File: src/shared/tbc_pkg.sv
// Constants, types and helper functions for the six-channel timer block
package tbc_pkg;
	localparam int          NUM_CH      = 6;
	localparam int          CW          = 16;
	localparam int          MW          = 10;
	localparam logic [7:0]  ADR_START0  = 8'h00;
	localparam logic [7:0]  ADR_START1  = 8'h04;
	localparam logic [7:0]  ADR_PRESC   = 8'h08;
	localparam logic [7:0]  ADR_PINS    = 8'h0C;
	localparam logic [7:0]  ADR_CH_BASE = 8'h10;
	localparam logic [7:0]  CH_STRIDE   = 8'h08;
	localparam logic [7:0]  CH_CNT_OFS  = 8'h04;
	localparam int          MD_MODE_LSB = 0;
	localparam int          MD_SEL_LOW  = 2;
	localparam int          MD_SEL_HIGH = 3;
	localparam int          MD_OVF      = 4;
	localparam int          MD_EVT_SRC  = 5;
	localparam int          MD_CLK_LSB  = 6;
	localparam int          MD_EDGE_LSB = 8;
	localparam logic [9:0]  MODE_RST    = 10'h000;
	localparam logic [15:0] CNT_RST     = 16'h0000;
	localparam logic [15:0] CNT_ZERO    = 16'h0000;
	localparam logic [15:0] CNT_MAX     = 16'hFFFF;
	localparam logic [3:0]  PRESC_RST   = 4'h0;
	localparam logic [2:0]  DIV8_LAST   = 3'h7;
	localparam logic [4:0]  DIV32_LAST  = 5'h1F;
	localparam logic [1:0]  CLK_F1      = 2'h0;
	localparam logic [1:0]  CLK_F8      = 2'h1;
	localparam logic [1:0]  CLK_F2N     = 2'h2;
	localparam logic [1:0]  CLK_SUBCLOCK_DIV32    = 2'h3;
	localparam logic [1:0]  EDGE_FALL   = 2'h0;
	localparam logic [1:0]  EDGE_RISE   = 2'h1;
	localparam logic [1:0]  EDGE_BOTH   = 2'h2;

	typedef enum logic [1:0] {
		TBC_MODE_INTERVAL = 2'h0,
		TBC_MODE_EVENT    = 2'h1,
		TBC_MODE_MEASURE  = 2'h2
	} tbc_mode_t;

	function automatic logic edge_hit(input logic [1:0] sel, input logic rise, input logic fall);
		edge_hit = ((sel == EDGE_FALL) && fall) || ((sel == EDGE_RISE) && rise) ||
			((sel == EDGE_BOTH) && (rise || fall));
	endfunction : edge_hit

	function automatic int prev_ch(input int i);
		return (i == 0) ? 2 : ((i == 3) ? 5 : i - 1);
	endfunction : prev_ch

	function automatic logic [7:0] ch_md_adr(input int i);
		return 8'(int'(ADR_CH_BASE) + i * int'(CH_STRIDE));
	endfunction : ch_md_adr
endpackage : tbc_pkg

File: src/shared/tbc_tick_if.sv
// Count-source tick enables shared by all timer channels
`timescale 1ns/10ps
interface tbc_tick_if;
	logic f1;
	logic f8;
	logic f2n;
	logic subclock_div32;
	modport src (output f1, output f8, output f2n, output subclock_div32);
	modport user (input f1, input f8, input f2n, input subclock_div32);
endinterface : tbc_tick_if

File: src/tbc_clk_src.sv
// Shared prescaler producing the count-source tick enables
`timescale 1ns/10ps
module tbc_clk_src (
	input  wire logic       mclk,
	input  wire logic       rst_b,
	input  wire logic [3:0] divide,
	input  wire logic       sub_tick,
	tbc_tick_if.src         ticks
);
	logic [2:0] div8_r;
	logic [4:0] div2n_r;
	logic [4:0] div32_r;
	logic [4:0] last2n;

	// Divide by 2n needs a terminal count of 2n-1
	assign last2n     = 5'({divide, 1'b0}) - 5'h01;
	assign ticks.f1   = 1'b1;
	assign ticks.f8   = (div8_r == tbc_pkg::DIV8_LAST);
	assign ticks.f2n  = (divide == tbc_pkg::PRESC_RST) || (div2n_r >= last2n);
	assign ticks.subclock_div32 = sub_tick && (div32_r == tbc_pkg::DIV32_LAST);

	always_ff @(posedge mclk or negedge rst_b) begin
		if (!rst_b) begin
			div8_r <= 3'h0;
		end else begin
			div8_r <= div8_r + 3'h1;
		end
	end

	always_ff @(posedge mclk or negedge rst_b) begin
		if (!rst_b) begin
			div2n_r <= 5'h00;
		end else if (ticks.f2n) begin
			div2n_r <= 5'h00;
		end else begin
			div2n_r <= div2n_r + 5'h01;
		end
	end

	always_ff @(posedge mclk or negedge rst_b) begin
		if (!rst_b) begin
			div32_r <= 5'h00;
		end else if (sub_tick) begin
			div32_r <= div32_r + 5'h01;
		end
	end
endmodule : tbc_clk_src

File: src/tbc_top.sv
// Six-channel 16-bit three-mode timer with a Wishbone register slave
`timescale 1ns/10ps
module tbc_top (
	input  wire logic        mclk,
	input  wire logic        rst_b,
	input  wire logic        wb_cyc_i,
	input  wire logic        wb_stb_i,
	input  wire logic        wb_we_i,
	input  wire logic [7:0]  wb_adr_i,
	input  wire logic [3:0]  wb_sel_i,
	input  wire logic [31:0] wb_dat_i,
	output logic      [31:0] wb_dat_o,
	output logic             wb_ack_o,
	input  wire logic [5:0]  channel_input_pin,
	input  wire logic        fc_tick,
	output logic      [5:0]  irq_req
);
	tbc_tick_if tick_bus ();

	logic        ack_r;
	logic        bus_req;
	logic        wr_en;
	logic [31:0] dat_r;
	logic [31:0] rd_nxt;
	logic [5:0]  run_r;
	logic [3:0]  presc_r;
	logic [5:0]  pin_s1_r;
	logic [5:0]  pin_s2_r;
	logic [5:0]  pin_s3_r;
	logic [5:0]  rise;
	logic [5:0]  fall;
	logic [9:0]  mode_r  [6];
	logic        ovf_r   [6];
	logic        ovft_r  [6];
	logic [15:0] cnt_r   [6];
	logic [15:0] rel_r   [6];
	logic        uf_r    [6];
	logic        irq_r   [6];
	logic        first_r [6];

	function automatic logic [15:0] lane16(input logic [15:0] old, input logic [31:0] nv,
		input logic [3:0] sel);
		lane16 = {sel[1] ? nv[15:8] : old[15:8], sel[0] ? nv[7:0] : old[7:0]};
	endfunction : lane16

	tbc_clk_src u_clk_src (
		.mclk     (mclk),
		.rst_b    (rst_b),
		.divide   (presc_r),
		.sub_tick (fc_tick),
		.ticks    (tick_bus)
	);

	// Write lands on the edge where the master sees ack, so it happens exactly once
	assign bus_req  = wb_cyc_i && wb_stb_i && !ack_r;
	assign wr_en    = wb_cyc_i && wb_stb_i && wb_we_i && ack_r;
	assign wb_ack_o = ack_r;
	assign wb_dat_o = dat_r;

	always_ff @(posedge mclk or negedge rst_b) begin
		if (!rst_b) begin
			ack_r <= 1'b0;
		end else begin
			ack_r <= bus_req;
		end
	end

	always_ff @(posedge mclk or negedge rst_b) begin
		if (!rst_b) begin
			dat_r <= 32'h0000_0000;
		end else if (bus_req) begin
			dat_r <= rd_nxt;
		end
	end

	always_comb begin
		rd_nxt = 32'h0000_0000;
		unique case (wb_adr_i)
			tbc_pkg::ADR_START0: rd_nxt[2:0] = run_r[2:0];
			tbc_pkg::ADR_START1: rd_nxt[2:0] = run_r[5:3];
			tbc_pkg::ADR_PRESC:  rd_nxt[3:0] = presc_r;
			tbc_pkg::ADR_PINS:   rd_nxt[5:0] = pin_s2_r;
			default: begin
				for (int i = 0; i < tbc_pkg::NUM_CH; i++) begin
					if (wb_adr_i == tbc_pkg::ch_md_adr(i)) begin
						rd_nxt[9:0] = mode_r[i];
						rd_nxt[tbc_pkg::MD_OVF] = ovf_r[i];
					end
					if (wb_adr_i == tbc_pkg::ch_md_adr(i) + tbc_pkg::CH_CNT_OFS) begin
						rd_nxt[15:0] = (mode_r[i][1:0] == tbc_pkg::TBC_MODE_MEASURE) ?
							rel_r[i] : cnt_r[i];
					end
				end
			end
		endcase
	end

	always_ff @(posedge mclk or negedge rst_b) begin
		if (!rst_b) begin
			run_r <= 6'h00;
		end else if (wr_en && wb_sel_i[0]) begin
			if (wb_adr_i == tbc_pkg::ADR_START0) begin
				run_r[2:0] <= wb_dat_i[2:0];
			end
			if (wb_adr_i == tbc_pkg::ADR_START1) begin
				run_r[5:3] <= wb_dat_i[2:0];
			end
		end
	end

	always_ff @(posedge mclk or negedge rst_b) begin
		if (!rst_b) begin
			presc_r <= tbc_pkg::PRESC_RST;
		end else if (wr_en && wb_sel_i[0] && wb_adr_i == tbc_pkg::ADR_PRESC) begin
			presc_r <= wb_dat_i[3:0];
		end
	end

	// The second and third stages feed edge detection; the first may be metastable
	always_ff @(posedge mclk or negedge rst_b) begin
		if (!rst_b) begin
			pin_s1_r <= 6'h00;
			pin_s2_r <= 6'h00;
			pin_s3_r <= 6'h00;
		end else begin
			pin_s1_r <= channel_input_pin;
			pin_s2_r <= pin_s1_r;
			pin_s3_r <= pin_s2_r;
		end
	end

	assign rise = pin_s2_r & ~pin_s3_r;
	assign fall = ~pin_s2_r & pin_s3_r;

	for (genvar g = 0; g < tbc_pkg::NUM_CH; g++) begin : g_ch
		localparam int PREV = tbc_pkg::prev_ch(g);
		logic        clk_tick;
		logic        ev_tick;
		logic        src_tick;
		logic        meas;
		logic        m_edge;
		logic        ovf_evt;
		logic        cnt_wr;
		logic        md_wr;
		logic [15:0] wv;
		logic [15:0] mv;

		assign cnt_wr = wr_en && (wb_adr_i == tbc_pkg::ch_md_adr(g) + tbc_pkg::CH_CNT_OFS);
		assign md_wr  = wr_en && (wb_adr_i == tbc_pkg::ch_md_adr(g));
		assign wv     = lane16(rel_r[g], wb_dat_i, wb_sel_i);
		assign mv     = lane16({6'h00, mode_r[g]}, wb_dat_i, wb_sel_i);
		assign meas   = (mode_r[g][1:0] == tbc_pkg::TBC_MODE_MEASURE);

		always_comb begin
			unique case (mode_r[g][tbc_pkg::MD_CLK_LSB +: 2])
				tbc_pkg::CLK_F1:   clk_tick = tick_bus.f1;
				tbc_pkg::CLK_F8:   clk_tick = tick_bus.f8;
				tbc_pkg::CLK_F2N:  clk_tick = tick_bus.f2n;
				tbc_pkg::CLK_SUBCLOCK_DIV32: clk_tick = tick_bus.subclock_div32;
			endcase
		end

		// Neighbour underflow is registered, which breaks the 0-2-1 ring into a loop-free chain
		assign ev_tick = mode_r[g][tbc_pkg::MD_EVT_SRC] ? uf_r[PREV] :
			tbc_pkg::edge_hit(mode_r[g][tbc_pkg::MD_EDGE_LSB +: 2], rise[g], fall[g]);
		assign src_tick = (mode_r[g][1:0] == tbc_pkg::TBC_MODE_EVENT) ? ev_tick : clk_tick;
		assign m_edge = meas && run_r[g] && tbc_pkg::edge_hit(
			{mode_r[g][tbc_pkg::MD_SEL_HIGH], mode_r[g][tbc_pkg::MD_SEL_LOW]}, rise[g], fall[g]);
		assign ovf_evt = meas && run_r[g] && src_tick && !m_edge && (cnt_r[g] == tbc_pkg::CNT_MAX);
		assign irq_req[g] = irq_r[g];

		always_ff @(posedge mclk or negedge rst_b) begin
			if (!rst_b) begin
				cnt_r[g] <= tbc_pkg::CNT_RST;
				rel_r[g] <= tbc_pkg::CNT_RST;
				uf_r[g]  <= 1'b0;
				irq_r[g] <= 1'b0;
			end else begin
				uf_r[g]  <= 1'b0;
				irq_r[g] <= 1'b0;
				if (meas) begin
					if (m_edge) begin
						rel_r[g] <= cnt_r[g];
						cnt_r[g] <= tbc_pkg::CNT_ZERO;
						irq_r[g] <= first_r[g];
					end else if (run_r[g] && src_tick) begin
						cnt_r[g] <= cnt_r[g] + 16'h0001;
						irq_r[g] <= ovf_evt;
					end
				end else if (cnt_wr && !run_r[g]) begin
					rel_r[g] <= wv;
					cnt_r[g] <= wv;
				end else begin
					if (cnt_wr) begin
						rel_r[g] <= wv;
					end
					if (run_r[g] && src_tick) begin
						if (cnt_r[g] == tbc_pkg::CNT_ZERO) begin
							cnt_r[g] <= rel_r[g];
							uf_r[g]  <= 1'b1;
							irq_r[g] <= 1'b1;
						end else begin
							cnt_r[g] <= cnt_r[g] - 16'h0001;
						end
					end
				end
			end
		end

		// Result stays unqualified until a second edge; software must discard it
		always_ff @(posedge mclk or negedge rst_b) begin
			if (!rst_b) begin
				first_r[g] <= 1'b0;
			end else if (!run_r[g]) begin
				first_r[g] <= 1'b0;
			end else if (m_edge) begin
				first_r[g] <= 1'b1;
			end
		end

		always_ff @(posedge mclk or negedge rst_b) begin
			if (!rst_b) begin
				mode_r[g] <= tbc_pkg::MODE_RST;
			end else if (md_wr) begin
				mode_r[g] <= mv[9:0] & ~(10'h001 << tbc_pkg::MD_OVF);
			end
		end

		// Set wins over a clear in the same cycle
		always_ff @(posedge mclk or negedge rst_b) begin
			if (!rst_b) begin
				ovf_r[g]  <= 1'b0;
				ovft_r[g] <= 1'b0;
			end else if (ovf_evt) begin
				ovf_r[g]  <= 1'b1;
				ovft_r[g] <= 1'b0;
			end else if (md_wr && !mv[tbc_pkg::MD_OVF] && run_r[g] && ovft_r[g]) begin
				ovf_r[g]  <= 1'b0;
				ovft_r[g] <= 1'b0;
			end else if (ovf_r[g] && run_r[g] && src_tick) begin
				ovft_r[g] <= 1'b1;
			end
		end

		a_uf_reload: assert property (@(posedge mclk) disable iff (!rst_b)
			(!meas && run_r[g] && src_tick && cnt_r[g] == tbc_pkg::CNT_ZERO && !cnt_wr)
			|=> (cnt_r[g] == $past(rel_r[g])) && uf_r[g] && irq_r[g])
			else $error("underflow did not reload");
		a_down_step: assert property (@(posedge mclk) disable iff (!rst_b)
			(!meas && run_r[g] && src_tick && cnt_r[g] != tbc_pkg::CNT_ZERO)
			|=> cnt_r[g] == $past(cnt_r[g]) - 16'h0001)
			else $error("counter did not step down");
		a_stop_hold: assert property (@(posedge mclk) disable iff (!rst_b)
			(!run_r[g] && !cnt_wr) |=> $stable(cnt_r[g]) && !irq_r[g])
			else $error("stopped counter moved");
		a_stop_write: assert property (@(posedge mclk) disable iff (!rst_b)
			(!meas && !run_r[g] && cnt_wr) |=> (cnt_r[g] == $past(wv)) && (rel_r[g] == $past(wv)))
			else $error("stopped write not loaded");
		a_meas_latch: assert property (@(posedge mclk) disable iff (!rst_b)
			m_edge |=> (rel_r[g] == $past(cnt_r[g])) && (cnt_r[g] == tbc_pkg::CNT_ZERO))
			else $error("edge did not latch count");
		a_meas_up: assert property (@(posedge mclk) disable iff (!rst_b)
			(meas && run_r[g] && src_tick && !m_edge) |=> cnt_r[g] == $past(cnt_r[g]) + 16'h0001)
			else $error("counter did not step up");
		a_first_quiet: assert property (@(posedge mclk) disable iff (!rst_b)
			(m_edge && !first_r[g]) |=> !irq_r[g] ##1 first_r[g] || !run_r[g])
			else $error("first edge raised request");
		a_ovf_set: assert property (@(posedge mclk) disable iff (!rst_b)
			ovf_evt |=> ovf_r[g] && irq_r[g] && cnt_r[g] == tbc_pkg::CNT_ZERO)
			else $error("overflow not flagged");
		a_ovf_only_hw: assert property (@(posedge mclk) disable iff (!rst_b)
			(!ovf_r[g] && !ovf_evt) |=> !ovf_r[g])
			else $error("flag set without overflow");
		a_meas_nowrite: assert property (@(posedge mclk) disable iff (!rst_b)
			(meas && cnt_wr && !m_edge && !(run_r[g] && src_tick)) |=> $stable(rel_r[g])
			&& $stable(cnt_r[g]))
			else $error("write changed measurement");
	end
endmodule : tbc_top

File: config.mk
export PLATFORM = sky130hd
export DESIGN_NAME = tbc_top
export DESIGN_NICKNAME = d
export VERILOG_FILES = /design/src/shared/tbc_pkg.sv /design/src/shared/tbc_tick_if.sv /design/src/tbc_clk_src.sv /design/src/tbc_top.sv
export SDC_FILE = /design/constraint.sdc
export NUM_CORES = 1
export LEC_CHECK = 0
export ABC_AREA = 1
export BUFFER_PORTS_ARGS = -buffer_cell sky130_fd_sc_hd__buf_4
export CORE_ASPECT_RATIO = 0.9
export CORE_MARGIN = 5
export CORE_UTILIZATION = 60
export CTS_CLUSTER_DIAMETER = 200
export DETAILED_ROUTE_END_ITERATION = 12
export PLACE_DENSITY = 0.78
export SYNTH_ARGS = -nofsm -noshare
export SYNTH_HDL_FRONTEND = slang
export SYNTH_SLANG_ARGS = --single-unit
File: constraint.sdc
create_clock -name mclk -period 5.7 [get_ports mclk]
set_input_delay 1.14 -clock mclk [delete_from_list [all_inputs] [get_ports mclk]]
set_output_delay 1.14 -clock mclk [all_outputs]
set_load 0.01 [all_outputs]
Word-level counts from Yosys, hierarchy flattened:

Cells that the tools add are included.

* register bits: 334
* bits of input ports: 56
* output and inout bits: 39
* word-level logic and storage cells: 641

* $add $sub $neg: 16
* $lt $le $gt $ge: 1
* equal/unequal tests: 95
* multiplexer cells: 204
* bitwise logic cells: 4
* reduce and logical (&&, ||, !) cells: 256

Operator list (count)
* $mux 16: 73
* $logic_and 1x1->1: 127
* $add 16x1->16 const B: 6
* $eq 16x16->1 const B: 6
* $logic_not 16->1: 6
* $mux 1: 96
* $mux 8: 12
* $sub 16x1->16 const B: 6
* $mux 10: 7
* $eq 8x6->1 const B: 8
* $eq 2x2->1 const B: 30
* $reduce_bool 3->1: 18
* $reduce_and 2->1: 26
* $eq 2x1->1 const B: 24
* $logic_not 2->1: 18
* $mux 5: 7
* $eq 8x5->1 const B: 4
* $logic_or 1x1->1: 31
* $ne 2x1->1 const B: 12
* $pmux 1 s4: 6
* $logic_not 1->1: 19
* $ne 3x1->1 const B: 6
* $eq 8x4->1 const B: 2
* $and 6x6->6: 2
* 17 further kinds: 24

Depth between registers and ports, before layout:

* depth after elaboration: 15
* gate-level depth with buffers: 16
* gate-level depth less buffers: 15

Cells and area by module:

From an unflattened synthesis, not the netlist that was laid out.

* cells, all modules: 3524
* area, all modules: 23739.0 um^2

Modules (own cells, without submodules)
* tbc_top: times used 1, cells each 3453, area an instance 23002.1 um^2, seq. area each 8032.7 um^2
* tbc_clk_src: times used 1, cells each 71, area an instance 737.0 um^2, seq. area each 325.3 um^2

Least setup slack after synthesis:

No wires, ideal clock.

* path type: input to register
* start: in wb_we_i
* end: reg cnt_r[76] (netlist bit)
* setup time: 122 ps
* data arrival time: 2447 ps
* required time: 5578 ps
* setup slack: 3130 ps
* stages: 12
* path buffers: 1
* cells stage by stage: nand4_1 inv_2 nand2_1 nor2_4 buf_6 inv_2 o21ai_2 a21oi_1 a21oi_1 o21ai_1 nand2_1 o21ai_1

* longest elaborated chain between the ends: 6
* elaborated cells on any way between the ends: 8
* classes of those cells: mux (2); reduce/logical (6)

RTL lines
* from (decl): line tbc_top.sv:8 `input wire logic wb_we_i,`
* $logic_and 1x1->1 (*) (2 in series): line tbc_top.sv:56 `assign wr_en = wb_cyc_i && wb_stb_i && wb_we_i && ack_r;`
* $logic_and 1x1->1 (*): line tbc_top.sv:148 `assign cnt_wr = wr_en && (wb_adr_i == tbc_pkg::ch_md_adr(g) + tbc_pkg::CH_CNT_OFS);`
* $logic_and 1x1->1 (*): line tbc_top.sv:190 `end else if (cnt_wr && !run_r[g]) begin`
* $reduce_bool 3->1 (no line) or $mux 16 (tied branches)
* $reduce_and 2->1 (no line) or $mux 16 (tied branches)
* to (signal, indexed assignment): line tbc_top.sv:187 `cnt_r[g] <= cnt_r[g] + 16'h0001;`
* to (signal, indexed assignment): line tbc_top.sv:192 `cnt_r[g] <= wv;`
* to (signal, indexed assignment): line tbc_top.sv:199 `cnt_r[g] <= rel_r[g];`
* to (decl): line tbc_top.sv:35 `logic [15:0] cnt_r [6];`

Mark *: on every way between the ends. The rest lies on a longest branch, timed or not.
A chain may end at the register's enable or synchronous reset.

Final worst setup path:

* start: in wb_adr_i[1]
* end: reg cnt_r[19] (netlist bit)

* longest elaborated chain between the ends: 5
* elaborated cells on any way between the ends: 7
* classes of those cells: eq/ne (1); mux (2); reduce/logical (4)

RTL lines
* from (decl): line tbc_top.sv:9 `input wire logic [7:0] wb_adr_i,`
* $eq 8x6->1 (*): line tbc_top.sv:148
* $logic_and 1x1->1 (*): line tbc_top.sv:148
* $logic_and 1x1->1 (*): line tbc_top.sv:190
* $reduce_bool 3->1 (no line) or $mux 16 (tied branches)
* $reduce_and 2->1 (no line) or $mux 16 (tied branches)

Marked as above.

==> impl_summary.txt <==
----------------------------------------------------
[Setup path]
  Worst Path Arrival ... roughly 4.1 ns
  Nature of the critical path startpoint ... input pin
  Critical Path Source ... wb_adr_i[1]
  Worst Path Max Fanout ... 30
  Class of the most critical setup path ... in2reg
  Worst endpoint required time ... between 6 and 7 ns
  Reg2reg start ... presc_r[0]$_DFFE_PN0P_
  Setup crit end kind ... register

[Timing]
  Max Slew Vio Count ... 0
  Post-layout minimum cycle time ... 3.594 ns
  Setup clock skew after layout ... around 0.017 ns
  Setup violators final ... 0
  Maximum clock frequency ... between 0.2 and 0.3 GHz
  Worst slew margin relative to its limit ... under 10%
  Part of the cycle the worst path needs ... a little over three fifths
  Number of failing hold endpoints at the final stage ... 0
  Least-Margin Pin Slew ... between 1 and 1.5 ns
  RSZ-0062 raised after global routing ... false
  Accumulated negative setup slack ... 0 ns

[Clock network]
  Resized Gates After CTS ... 0
  TritonCTS Buffers ... 40
  Hold-fix buffers, CTS ... 0
  Buffer cell driving the clock tree root ... clkbuf_16
  Latest clock arrival within the worst-skew pair ... slightly below 0.6 ns
  CTS Buffer Depth ... 3
  Clock transition at path regs ... 0.06 ns
  H-tree depth reported by CTS ... 2
  CTS sink count ... ~330
  TritonCTS clock tree ... done
  Number of buffers added for setup after CTS ... 0

[Route]
  Via-to-Cell Ratio ... 6.382
  1st-pass router iterations ... 6
  DRC viols ... 0
  Detailed-route wire length ... slightly below 90000 um
  Count of antenna-violating nets left after detailed routing ... 0
  Vias after detailed routing ... around 26000
  DR WL/cell ... ~21 um
  Number of DRC markers in iteration 0 ... 4122

[Run status]
  Run status ... complete, no violations

[Pwr]
  Power density over the cells ... 237.3 nW/um^2
  Proportion of power drawn by flip-flops and latches ... about 43%
  Overall power after layout ... 6132 uW
  Net switching share of the total power ... a little under a third
  Cell internal pwr ... between 4000 and 5000 uW
  Leakage ... roughly 0.012 uW
  Combinational group share of total power ... 14.3%
  Peak supply drop ... around 0.00022 V
  P_sw ... roughly 1800 uW
  Part of the power in the clock network ... between 40 and 50%

[Flow run]
  Number of max-cap violations ... 0

[Hold path]
  HP Class ... reg2reg
  Start point of the worst hold path ... pin_s1_r[3]$_DFF_PN0_

[Synthesis]
  Post-synthesis instance total ... approximately 3600
  Post-synthesis sequential area ratio ... about a third
  Warnings from Yosys ... 0
  Distinct cells, synth ... 54
  Yosys top cell area share ... 34.89%
  Leading cell types by total area after synthesis ... dfrtp_1, nand2_1, o21ai_0
  Ys async rst share ... 100.0%
  Post-synthesis instance area ... approximately 24000 sq um
  Avg Cell Area, Syn ... just under 7 sq um
  Library cell with the largest summed area after synthesis ... dfrtp_1
  Most frequently used flop master after synthesis ... dfrtp_1
  Seq cells post-synth ... around 330
  EDFF count, synth ... 0

[Floorplan]
  Row count ... 69
  Die boundary width ... between 200 and 250 um
  Number of placed I/O pins ... 95
  Initial standard-cell utilization of the core ... ~61%
  Floorplan die area ... approximately 44000 sq um
  Core box area ... 39450 sq um
  DIE HEIGHT ... roughly 200 um

[Placement]
  Routability-driven placement congestion ratio ... roughly 1
  Port Buffers ... 60
  Detailed placer's ending HPWL ... 60450 um

[Global route]
  Number of global-route vias before repair ... 23840
  Initial antenna violation count ... 5
  Maximum number of pins on one net before global-route repair ... 109
  Tot GR Track Use ... 39.15%
  Total gr overflow ... 0
  First-pass GRT wire length ... 135200 um

[Final layout]
  Commonest non-fill, non-tap cell in the layout ... nand2_1
  Share of final-layout standard cells stronger than drive strength 1 ... roughly 7.0%
  Number of nets in the layout ... approximately 3600
  Count of fill cells added during filler insertion ... 3561
  Growth of design area from synthesis to finish ... 7.892%
  Commonest non-fill, non-tap cells in the layout ... nand2_1, o21ai_0, inv_1

----------------------------------------------------
state kept, by name, summed over array words and instances, names as in the netlist, 4 cells and up:
register	flops
run_r	6
cnt_r	96
u_clk_src.div32_r	5
wb_dat_o	16
ovf_r	6
pin_s1_r	6
ovft_r	6
first_r	6
irq_req	6
pin_s2_r	6
pin_s3_r	6
mode_r	54
uf_r	6
u_clk_src.div2n_r	5
rel_r	96
presc_r	4
critical path, cell delays in order:
cell and delay, ns:
buf_4 0.12, nor2_4 0.17, nand3_4 0.16, nor2_2 0.55, nand2_2 0.19, nor2_8 0.24
nor2_2 0.16, inv_2 0.21, nand2_2 0.09, nand2_1 0.69, o21ai_0 0.19, o21ai_1 0.13
worst paths after layout:
check / endpoint / slack [ns] / depth (start not counted)
max: cnt_r[19]$_DFFE_PN0P_ / 2.11 / 12
min: pin_s2_r[3]$_DFF_PN0_ / 0.35 / 0
max reg2reg: cnt_r[31]$_DFFE_PN0P_ / 2.11 / 13
min reg2reg: pin_s2_r[3]$_DFF_PN0_ / 0.35 / 0
max in group asynchronous: cnt_r[30]$_DFFE_PN0P_ / 3.74 / 2
min in group asynchronous: cnt_r[79]$_DFFE_PN0P_ / 0.56 / 1
logic make-up after synthesis:
kind of cell,Yosys count,share of synthesized area [%]
compound gates,963,22.25
fa+ha+maj,40,2.089
buf+inv,568,9.825
other cells,1,0.01565
simple gates,1574,28.26
xor+xnor,73,2.669
flops,334,34.89
through the flow:
stage / hold WS, ns / area [sq um] / utilization [%] / cells / setup slack, ns
global placement: 0.3327 / 24520 / 62.14 / 4015 / 1.679
finish: 0.3478 / 25840 / 65.51 / 4087 / 2.106
CTS: 0.3493 / 25840 / 65.49 / 4085 / 2.211
detailed placement: 0.3363 / 24520 / 62.14 / 4015 / 1.660
floorplan: 0.3312 / 24010 / - / 3568 / 3.130
global route: 0.3636 / 25840 / 65.49 / 4085 / 1.890
layout make-up:
type / instances / area, sq um / share of cell area [%]
Sequential cell: 334 / 8358 / 32.34
Multi-Input combinational cell: 2666 / 13310 / 51.49
Antenna cell: 2 / 5.005 / 0.01936
Tap cell: 532 / 665.6 / 2.576
Inverter: 391 / 1476 / 5.713
Clock buffer: 53 / 1171 / 4.531
Clock inverter: 17 / 150.1 / 0.5809
Timing Repair Buffer: 92 / 710.7 / 2.750
routing by layer:
metal / part of all wire [%] / track usage (%) / vias to the layer above
li1: - / - / 11850
met2: 42 / 57.58 / 1770
met3: 13 / 11.51 / 303
met4: 4.8 / 16.56 / 12
met5: 0.091 / 0.3333 / -
met1: 40 / 54.19 / 12150
synthesized netlist by cell type (all sizes together), types with 12 or more instances:
master / n
o311ai: 13
o211ai: 72
inv: 379
nand3: 202
a31oi: 21
xor2: 65
nand4: 71
a21oi: 194
ha: 40
clkbuf: 85
nor2: 374
o21ai: 541
clkinv: 12
buf: 92
o221ai: 18
nor3: 53
nand2: 849
dfrtp: 334
nor4: 14
o22ai: 78
power groups by stage:
stage	clock network (uW)	logic (uW)	registers [uW]
2_1_floorplan	0	585	2600
3_3_place_gp	0	823	2650
3_5_place_dp	0	847	2660
4_1_cts	2640	856	2620
5_1_grt	2740	976	2630
6_report	2630	879	2620
(Power assumes the default switching activity.)
